<file path="src/common/pwr_consts.svh">
// register map, field positions and reset values of the power-fault flag block
// assumes a byte-addressed AXI4-Lite slave with 8 address bits
`ifndef PWR_CONSTS_SVH
`define PWR_CONSTS_SVH
`define ADDR_W 8
`define PC_W 13
`define OFF_FLAGS 8'h00
`define OFF_ENABLES 8'h04
`define OFF_CTRL 8'h08
`define OFF_EVT 8'h0C
`define OFF_MASK 8'h10
`define OFF_STACK 8'h14
`define BIT_UV 7
`define BIT_OC 5
`define BIT_OV 4
`define BIT_VIN 1
`define BIT_GIE 7
`define BIT_PERIPHERAL_GROUP_ENABLE 6
`define FLAG_MASK 8'hB2
`define CTRL_MASK 8'hC0
`define BYTE_RST 8'h00
`define BIT_RST 1'h0
`define PC_RST 13'h0000
`define ALU3_RST 3'h0
`define WORD_RST 32'h0000_0000
`define SP_RST 3'h0
`define SP_STEP 3'h1
`define COMMON_HI 3'h7
`define RESP_OKAY 2'h0
`define RESP_SLVERR 2'h2
`endif

</file>
<file path="src/common/pwr_pkg.sv">
// types shared by the power-fault flag block and its helpers
// assumes pwr_consts.svh is on the include path
`include "pwr_consts.svh"
package pwr_pkg;
  typedef logic [7:0] byte_t;
  typedef logic [`ADDR_W-1:0] addr_t;
  typedef logic [`PC_W-1:0] pc_t;
  typedef logic [2:0] sp_t;
  typedef logic [1:0] resp_t;
  typedef logic [6:0] ram_addr_t;
endpackage

</file>
<file path="src/power_fault_irq.sv">
// power-fault interrupt flags, enables, irq gating, return stack and scratch
// assumes one 50 MHz clock, synchronous active-low reset, fault inputs in aclk domain
`timescale 1ns/1ps
`include "pwr_consts.svh"
module power_fault_irq (
  // clock and reset
  input wire logic aclk,
  input wire logic aresetn,
  // axi4-lite write
  input pwr_pkg::addr_t awaddr,
  input wire logic awvalid,
  output logic awready,
  input wire logic [31:0] wdata,
  input wire logic [3:0] wstrb,
  input wire logic wvalid,
  output logic wready,
  output pwr_pkg::resp_t bresp,
  output logic bvalid,
  input wire logic bready,
  // axi4-lite read
  input pwr_pkg::addr_t araddr,
  input wire logic arvalid,
  output logic arready,
  output logic [31:0] rdata,
  output pwr_pkg::resp_t rresp,
  output logic rvalid,
  input wire logic rready,
  // fault comparators
  input wire logic uv_fault,
  input wire logic oc_fault,
  input wire logic ov_fault,
  input wire logic supply_low,
  // interrupt outputs
  output logic core_irq,
  output logic irq_out,
  // core context
  input wire logic irq_take,
  input wire logic irq_return,
  input pwr_pkg::pc_t core_pc,
  output pwr_pkg::pc_t ret_pc_ff,
  input pwr_pkg::ram_addr_t ram_addr,
  input wire logic ram_wr,
  input pwr_pkg::byte_t ram_wdata,
  input wire logic swap_op,
  output pwr_pkg::byte_t ram_rdata,
  input wire logic alu_flags_we,
  input wire logic [2:0] alu_flags,
  output logic [2:0] status_flags_ff
);
  import pwr_pkg::*;

  // ==========================================================
  // axi write channel
  logic aw_got_ff, w_got_ff, bvalid_ff;
  addr_t awaddr_ff;
  byte_t wbyte_ff;
  logic wlane_ff;
  resp_t bresp_ff;
  logic aw_take, w_take, have_aw, have_w, wr_fire, wr_en, wr_ok;
  addr_t wa;
  byte_t wb;
  logic wl;

  assign awready = !aw_got_ff && !bvalid_ff;
  assign wready = !w_got_ff && !bvalid_ff;
  assign aw_take = awvalid && awready;
  assign w_take = wvalid && wready;
  assign have_aw = aw_got_ff || aw_take;
  assign have_w = w_got_ff || w_take;
  assign wr_fire = have_aw && have_w;
  assign wa = aw_got_ff ? awaddr_ff : awaddr;
  assign wb = w_got_ff ? wbyte_ff : wdata[7:0];
  assign wl = w_got_ff ? wlane_ff : wstrb[0];
  // registers are one byte wide: only lane 0 carries data
  assign wr_en = wr_fire && wl && wr_ok;
  assign bvalid = bvalid_ff;
  assign bresp = bresp_ff;

  always_comb begin
    case (wa)
      `OFF_FLAGS, `OFF_ENABLES, `OFF_CTRL, `OFF_EVT, `OFF_MASK, `OFF_STACK: begin
        wr_ok = 1'h1;
      end
      default: begin
        wr_ok = 1'h0;
      end
    endcase
  end

  always_ff @(posedge aclk) begin
    if (!aresetn) begin
      aw_got_ff <= `BIT_RST;
      w_got_ff <= `BIT_RST;
      awaddr_ff <= `OFF_FLAGS;
      wbyte_ff <= `BYTE_RST;
      wlane_ff <= `BIT_RST;
    end else if (wr_fire) begin
      aw_got_ff <= 1'h0;
      w_got_ff <= 1'h0;
    end else begin
      if (aw_take) begin
        aw_got_ff <= 1'h1;
        awaddr_ff <= awaddr;
      end
      if (w_take) begin
        w_got_ff <= 1'h1;
        wbyte_ff <= wdata[7:0];
        wlane_ff <= wstrb[0];
      end
    end
  end

  always_ff @(posedge aclk) begin
    if (!aresetn) begin
      bvalid_ff <= `BIT_RST;
      bresp_ff <= `RESP_OKAY;
    end else if (wr_fire) begin
      bvalid_ff <= 1'h1;
      bresp_ff <= wr_ok ? `RESP_OKAY : `RESP_SLVERR;
    end else if (bready) begin
      bvalid_ff <= 1'h0;
    end
  end

  // ==========================================================
  // fault flags
  logic uv_flag, oc_flag, ov_flag;
  byte_t flag_rd;
  logic flag_wr;

  assign flag_wr = wr_en && (wa == `OFF_FLAGS);

  fault_flag_cell u_uv (
    .aclk(aclk),
    .aresetn(aresetn),
    .set_evt(uv_fault),
    .sw_wr(flag_wr),
    .sw_val(wb[`BIT_UV]),
    .flag_ff(uv_flag)
  );
  fault_flag_cell u_oc (
    .aclk(aclk),
    .aresetn(aresetn),
    .set_evt(oc_fault),
    .sw_wr(flag_wr),
    .sw_val(wb[`BIT_OC]),
    .flag_ff(oc_flag)
  );
  fault_flag_cell u_ov (
    .aclk(aclk),
    .aresetn(aresetn),
    .set_evt(ov_fault),
    .sw_wr(flag_wr),
    .sw_val(wb[`BIT_OV]),
    .flag_ff(ov_flag)
  );

  // lockout bit is a live status, not a latch; bits 6, 3, 2 and 0 are tied to zero
  always_comb begin
    flag_rd = `BYTE_RST;
    flag_rd[`BIT_UV] = uv_flag;
    flag_rd[`BIT_OC] = oc_flag;
    flag_rd[`BIT_OV] = ov_flag;
    flag_rd[`BIT_VIN] = supply_low;
  end

  // ==========================================================
  // enables and interrupt control
  byte_t enables_ff, ctrl_ff;

  always_ff @(posedge aclk) begin
    if (!aresetn) begin
      enables_ff <= `BYTE_RST;
    end else if (wr_en && (wa == `OFF_ENABLES)) begin
      enables_ff <= wb & `FLAG_MASK;
    end
  end

  always_ff @(posedge aclk) begin
    if (!aresetn) begin
      ctrl_ff <= `BYTE_RST;
    end else if (wr_en && (wa == `OFF_CTRL)) begin
      ctrl_ff <= wb & `CTRL_MASK;
    end
  end

  assign core_irq = ctrl_ff[`BIT_GIE] && ctrl_ff[`BIT_PERIPHERAL_GROUP_ENABLE] && |(flag_rd & enables_ff);

  // ==========================================================
  // event status, read-to-clear, and masked interrupt line
  byte_t evt_ff, mask_ff, evt_set;
  logic uv_d_ff, oc_d_ff, ov_d_ff, vin_d_ff;
  logic ar_take, evt_clr;

  // status records onsets, so a steady fault raises one event only
  always_comb begin
    evt_set = `BYTE_RST;
    evt_set[`BIT_UV] = uv_fault && !uv_d_ff;
    evt_set[`BIT_OC] = oc_fault && !oc_d_ff;
    evt_set[`BIT_OV] = ov_fault && !ov_d_ff;
    evt_set[`BIT_VIN] = supply_low && !vin_d_ff;
  end

  always_ff @(posedge aclk) begin
    if (!aresetn) begin
      uv_d_ff <= `BIT_RST;
      oc_d_ff <= `BIT_RST;
      ov_d_ff <= `BIT_RST;
      vin_d_ff <= `BIT_RST;
    end else begin
      uv_d_ff <= uv_fault;
      oc_d_ff <= oc_fault;
      ov_d_ff <= ov_fault;
      vin_d_ff <= supply_low;
    end
  end

  assign evt_clr = ar_take && (araddr == `OFF_EVT);

  always_ff @(posedge aclk) begin
    if (!aresetn) begin
      evt_ff <= `BYTE_RST;
    end else if (evt_clr) begin
      evt_ff <= evt_set;
    end else begin
      evt_ff <= evt_ff | evt_set;
    end
  end

  always_ff @(posedge aclk) begin
    if (!aresetn) begin
      mask_ff <= `BYTE_RST;
    end else if (wr_en && (wa == `OFF_MASK)) begin
      mask_ff <= wb & `FLAG_MASK;
    end
  end

  assign irq_out = |(evt_ff & mask_ff);

  // ==========================================================
  // return stack: only the pc goes in, never working or status
  pc_t stack [0:7];
  sp_t sp_ff;

  always_ff @(posedge aclk) begin
    if (irq_take) begin
      stack[sp_ff] <= core_pc;
    end
  end

  // eight deep and circular: overflow silently overwrites the oldest entry
  always_ff @(posedge aclk) begin
    if (!aresetn) begin
      sp_ff <= `SP_RST;
      ret_pc_ff <= `PC_RST;
    end else if (irq_take) begin
      sp_ff <= sp_ff + `SP_STEP;
    end else if (irq_return) begin
      sp_ff <= sp_ff - `SP_STEP;
      ret_pc_ff <= stack[sp_ff - `SP_STEP];
    end
  end

  // ==========================================================
  // scratch and status flags
  logic ram_hit;

  common_scratch u_scr (
    .aclk(aclk),
    .aresetn(aresetn),
    .addr(ram_addr),
    .wr(ram_wr),
    .wdata(ram_wdata),
    .swap(swap_op),
    .rdata_ff(ram_rdata),
    .hit(ram_hit)
  );

  always_ff @(posedge aclk) begin
    if (!aresetn) begin
      status_flags_ff <= `ALU3_RST;
    end else if (alu_flags_we && !swap_op) begin
      status_flags_ff <= alu_flags;
    end
  end

  // ==========================================================
  // axi read channel
  logic rvalid_ff;
  logic [31:0] rdata_ff;
  resp_t rresp_ff;
  byte_t rd_byte;
  logic rd_ok;

  assign arready = !rvalid_ff;
  assign ar_take = arvalid && arready;
  assign rvalid = rvalid_ff;
  assign rdata = rdata_ff;
  assign rresp = rresp_ff;

  always_comb begin
    rd_ok = 1'h1;
    case (araddr)
      `OFF_FLAGS: rd_byte = flag_rd;
      `OFF_ENABLES: rd_byte = enables_ff;
      `OFF_CTRL: rd_byte = ctrl_ff;
      `OFF_EVT: rd_byte = evt_ff;
      `OFF_MASK: rd_byte = mask_ff;
      `OFF_STACK: rd_byte = {5'h00, sp_ff};
      default: begin
        rd_byte = `BYTE_RST;
        rd_ok = 1'h0;
      end
    endcase
  end

  always_ff @(posedge aclk) begin
    if (!aresetn) begin
      rvalid_ff <= `BIT_RST;
      rdata_ff <= `WORD_RST;
      rresp_ff <= `RESP_OKAY;
    end else if (ar_take) begin
      rvalid_ff <= 1'h1;
      rdata_ff <= {24'h00_0000, rd_byte};
      rresp_ff <= rd_ok ? `RESP_OKAY : `RESP_SLVERR;
    end else if (rready) begin
      rvalid_ff <= 1'h0;
    end
  end
endmodule

</file>
<file path="src/fault_flag_cell.sv">
// one sticky fault flag bit
// assumes set and write strobes synchronous to aclk
`timescale 1ns/1ps
`include "pwr_consts.svh"
module fault_flag_cell (
  // clock and reset
  input wire logic aclk,
  input wire logic aresetn,
  // event and software write
  input wire logic set_evt,
  input wire logic sw_wr,
  input wire logic sw_val,
  // flag
  output logic flag_ff
);
  // the set wins over a software clear in the same cycle
  always_ff @(posedge aclk) begin
    if (!aresetn) begin
      flag_ff <= `BIT_RST;
    end else if (set_evt) begin
      flag_ff <= 1'h1;
    end else if (sw_wr) begin
      flag_ff <= sw_val;
    end
  end
endmodule

</file>
<file path="src/common_scratch.sv">
// bank-common scratch bytes for software context save
// assumes core addresses within a bank are 7 bits wide
`timescale 1ns/1ps
`include "pwr_consts.svh"
module common_scratch (
  // clock and reset
  input wire logic aclk,
  input wire logic aresetn,
  // core access
  input pwr_pkg::ram_addr_t addr,
  input wire logic wr,
  input pwr_pkg::byte_t wdata,
  input wire logic swap,
  output pwr_pkg::byte_t rdata_ff,
  output logic hit
);
  import pwr_pkg::*;
  byte_t mem [0:15];
  // bank bits never reach here: the top 16 bytes are one physical store
  assign hit = (addr[6:4] == `COMMON_HI);
  always_ff @(posedge aclk) begin
    if (hit && wr) begin
      mem[addr[3:0]] <= wdata;
    end
  end
  // banked locations live elsewhere, so a miss reads zero
  always_ff @(posedge aclk) begin
    if (!aresetn) begin
      rdata_ff <= `BYTE_RST;
    end else if (!hit) begin
      rdata_ff <= `BYTE_RST;
    end else if (swap) begin
      rdata_ff <= {mem[addr[3:0]][3:0], mem[addr[3:0]][7:4]};
    end else begin
      rdata_ff <= mem[addr[3:0]];
    end
  end
endmodule

</file>
<file path="config.mk">
export PLATFORM = sky130hd
export DESIGN_NAME = power_fault_irq
export DESIGN_NICKNAME = d
export VERILOG_FILES = /design/src/common/pwr_pkg.sv /design/src/power_fault_irq.sv /design/src/fault_flag_cell.sv /design/src/common_scratch.sv
export VERILOG_INCLUDE_DIRS = /design/src /design/src/common
export SDC_FILE = /design/constraint.sdc
export NUM_CORES = 1
export LEC_CHECK = 0
export ABC_CLOCK_PERIOD_IN_PS = 5600
export BUFFER_PORTS_ARGS = -buffer_cell sky130_fd_sc_hd__buf_4
export CAP_MARGIN = 20
export CELL_PAD_IN_SITES_DETAIL_PLACEMENT = 1
export CELL_PAD_IN_SITES_GLOBAL_PLACEMENT = 1
export CORE_MARGIN = 2
export CORE_UTILIZATION = 50
export DETAILED_ROUTE_END_ITERATION = 8
export PLACE_DENSITY = 0.9
export SETUP_SLACK_MARGIN = 0.5
export SYNTH_ARGS = -nofsm -noshare
export SYNTH_HDL_FRONTEND = slang
export SYNTH_SLANG_ARGS = --single-unit
</file>
<file path="constraint.sdc">
create_clock -name aclk -period 5.6 [get_ports aclk]
set_input_delay 0.28 -clock aclk [delete_from_list [all_inputs] [get_ports aclk]]
set_output_delay 0.28 -clock aclk [all_outputs]
set_load 0.01 [all_outputs]
</file>
==> results.cfg <==
[final_layout]
nets = 1025
register_area_um2 = 8470
fill_cells = 2220
area_growth_pct = 19.3
multi_input_area_um2 = 3600
layout_common_cells = edfxtp_1, buf_4, nor2_1
final_common_cell = edfxtp_1
drive_above_1_share_pct = 27.3
final_core_util_pct = 60.9

[global_route]
grt_pass1_wl_um = 46100
grtUsageTotal_pct = 23.2
grt_max_degree = 56
antenna_found_initial = 1
overflow = 0
grt_pass1_vias = 7962

[yosys]
synth_seq_cells = 307
yosysUniqueCellTypes = 55
syn_inst = 770
synth.avg_cell_area_um2 = 16.1
async_flop_share_pct = 0
synthesis.area_um2 = 12400
synth_edf_count = 232
yosysSeqAreaShare_pct = 68.2
ys.warnings.count = 0
synth_flop_cell = edfxtp_1

[drt]
wire_per_inst_um = 23.5
dr.first_iter.drc_count = 479
post-route-drc-count = 0
drtAntennaViolNets = 0
drtPass1Iterations = 5
drt_wl_total_um = 29900
viasPerCell = 5.75
dr_total_vias = 7319

[place]
port_buffers = 108
gp_congestion = 0.764
hpwlAfterDp_um = 19400

[run_status]
status = completed

[timing]
hold_ws_ns = 0.0219
min_period_ns = 2.39
skew_ns = 0.0124
slew_viol_final = 0
tightest_slew_ns = 1.04
finalSetupTns_ns = 0
fin_crit_sh_pct = 42.6
hold_viol_final = 0
max_freq_mhz = 419
finalSetupViolCount = 0
maxSlewHeadroom_pct = 30.6
rsz0062_at_grt = false

[floorplanning]
ios = 166
dieArea_um2 = 26100
rows = 57
initial_core_util_pct = 51.1
die_h_um = 162
core_um2 = 24300
die_width_um = 162

[clocking]
cts_resized = 0
cts_buffer_depth = 3
cts_hold_buf = 35
cts_tree = built
numCtsBuffers = 31
clock_latency_ns = 0.55
path_clk_slew_ns = 0.06
cts_sinks = 307
postCtsSetupBuffers = 0
cts-root-buf = clkbuf_16
h-tree-depth = 1

[critical_path]
worstPathMaxFanout = 15
cp_data_arrival_time_ns = 2.80
cp.required_ns = 6.02
path_class = reg2reg
critPathCaptureType = flop
cp-start-kind = flop

[power_and_ir_drop]
cellPowerDensity_nw_per_um2 = 337
leakagePower_nw = 5.28
peakVddDrop_mv = 0.296

[run]
cap_violations = 0

[worst_hold_path]
hold_path.class = in2reg
[sequential cells by signal (all words and copies together) (netlist names), 2 cells and up]
register,count
awaddr_ff,8
ctrl_ff,2
enables_ff,4
evt_ff,4
mask_ff,4
rdata,7
ret_pc_ff,13
sp_ff,3
stack,104
status_flags_ff,3
u_scr.mem,128
u_scr.rdata_ff,8
wbyte_ff,5
[cells in the mapped netlist (5+ instances only)]
cell | n | area, um^2
buf_4 | 30 | 225
edfxtp_1 | 232 | 6970
nor3_1 | 13 | 65.1
inv_1 | 11 | 41.3
a22oi_1 | 21 | 158
mux4_2 | 54 | 1220
clkbuf_1 | 21 | 78.8
buf_2 | 7 | 35.0
dfxtp_1 | 75 | 1500
nand3_1 | 7 | 35.0
mux4_1 | 5 | 131
nor2b_1 | 5 | 31.3
a211oi_1 | 19 | 143
nand4_1 | 5 | 31.3
a21oi_1 | 11 | 55.1
nor2_1 | 81 | 304
o21ai_1 | 8 | 40.0
mux2_2 | 21 | 236
mux2i_1 | 41 | 410
nand2b_1 | 6 | 37.5
nand2_1 | 43 | 161
[where the power goes]
group | switching [mW] | internal (mW) | total (mW)
clock | 0.824 | 1.11 | 1.93
sequential | 0.0421 | 2.51 | 2.55
combinational | 0.264 | 0.242 | 0.505
[cell type report]
class	count	area share, %
tap	324	2.74
antenna	1	0.0169
timing repair buffer	161	9.11
sequential	307	57.1
multi-input combinational	410	24.3
clock inverter	11	0.490
inverter	13	0.329
clock buffer	45	5.86
[worst paths after layout]
check	slack, ns	depth (start not counted)	endpoint	start
worst max-delay path	3.21	6	ret_pc_ff[0]	sp_ff[0]
worst max register to register	3.21	6	ret_pc_ff[0]	sp_ff[0]
worst min-delay path	0.02	3	awaddr_ff[2]	awaddr[2]
worst min register to register	0.42	1	evt_ff[4]	ov_d_ff
[critical path: stages, from the launching register on]
cell	delay [ns]
dfxtp_2	0.56
inv_2	0.11
ha_1	0.75
buf_8	0.26
mux4_2	0.30
mux2i_1	0.18
a211oi_1	0.10
[layer usage]
metal,part of all wire [%],GRT usage [%],vias up
met3,4.5,3.49,55
li1,-,-,3230
met4,2.5,7.39,0
met2,53,41.9,248
met5,0,0,-
met1,40,28.8,3786
[kinds of logic after synthesis]
family,after synthesis,share of synthesized area [%]
compound gates,71,4.00
xor+xnor,3,0.212
fa+ha+maj,2,0.201
buf+inv,79,3.74
flops,307,68.2
mux,125,16.4
other cells,1,0.0302
simple gates,182,7.18
[per-stage QoR]
step                      cells  power [mW]  setup WS (ns)  cell area, um^2
after floorplan             796        2.90           3.26            12500
after CTS                  1268        5.01           2.51            14800
final                      1272        4.99           3.21            14800
after detailed placement   1177        3.08           2.50            13500
after global routing       1272        5.15           3.04            14800
after global placement     1174        3.03           2.39            13400
(Power assumes the default switching activity.)
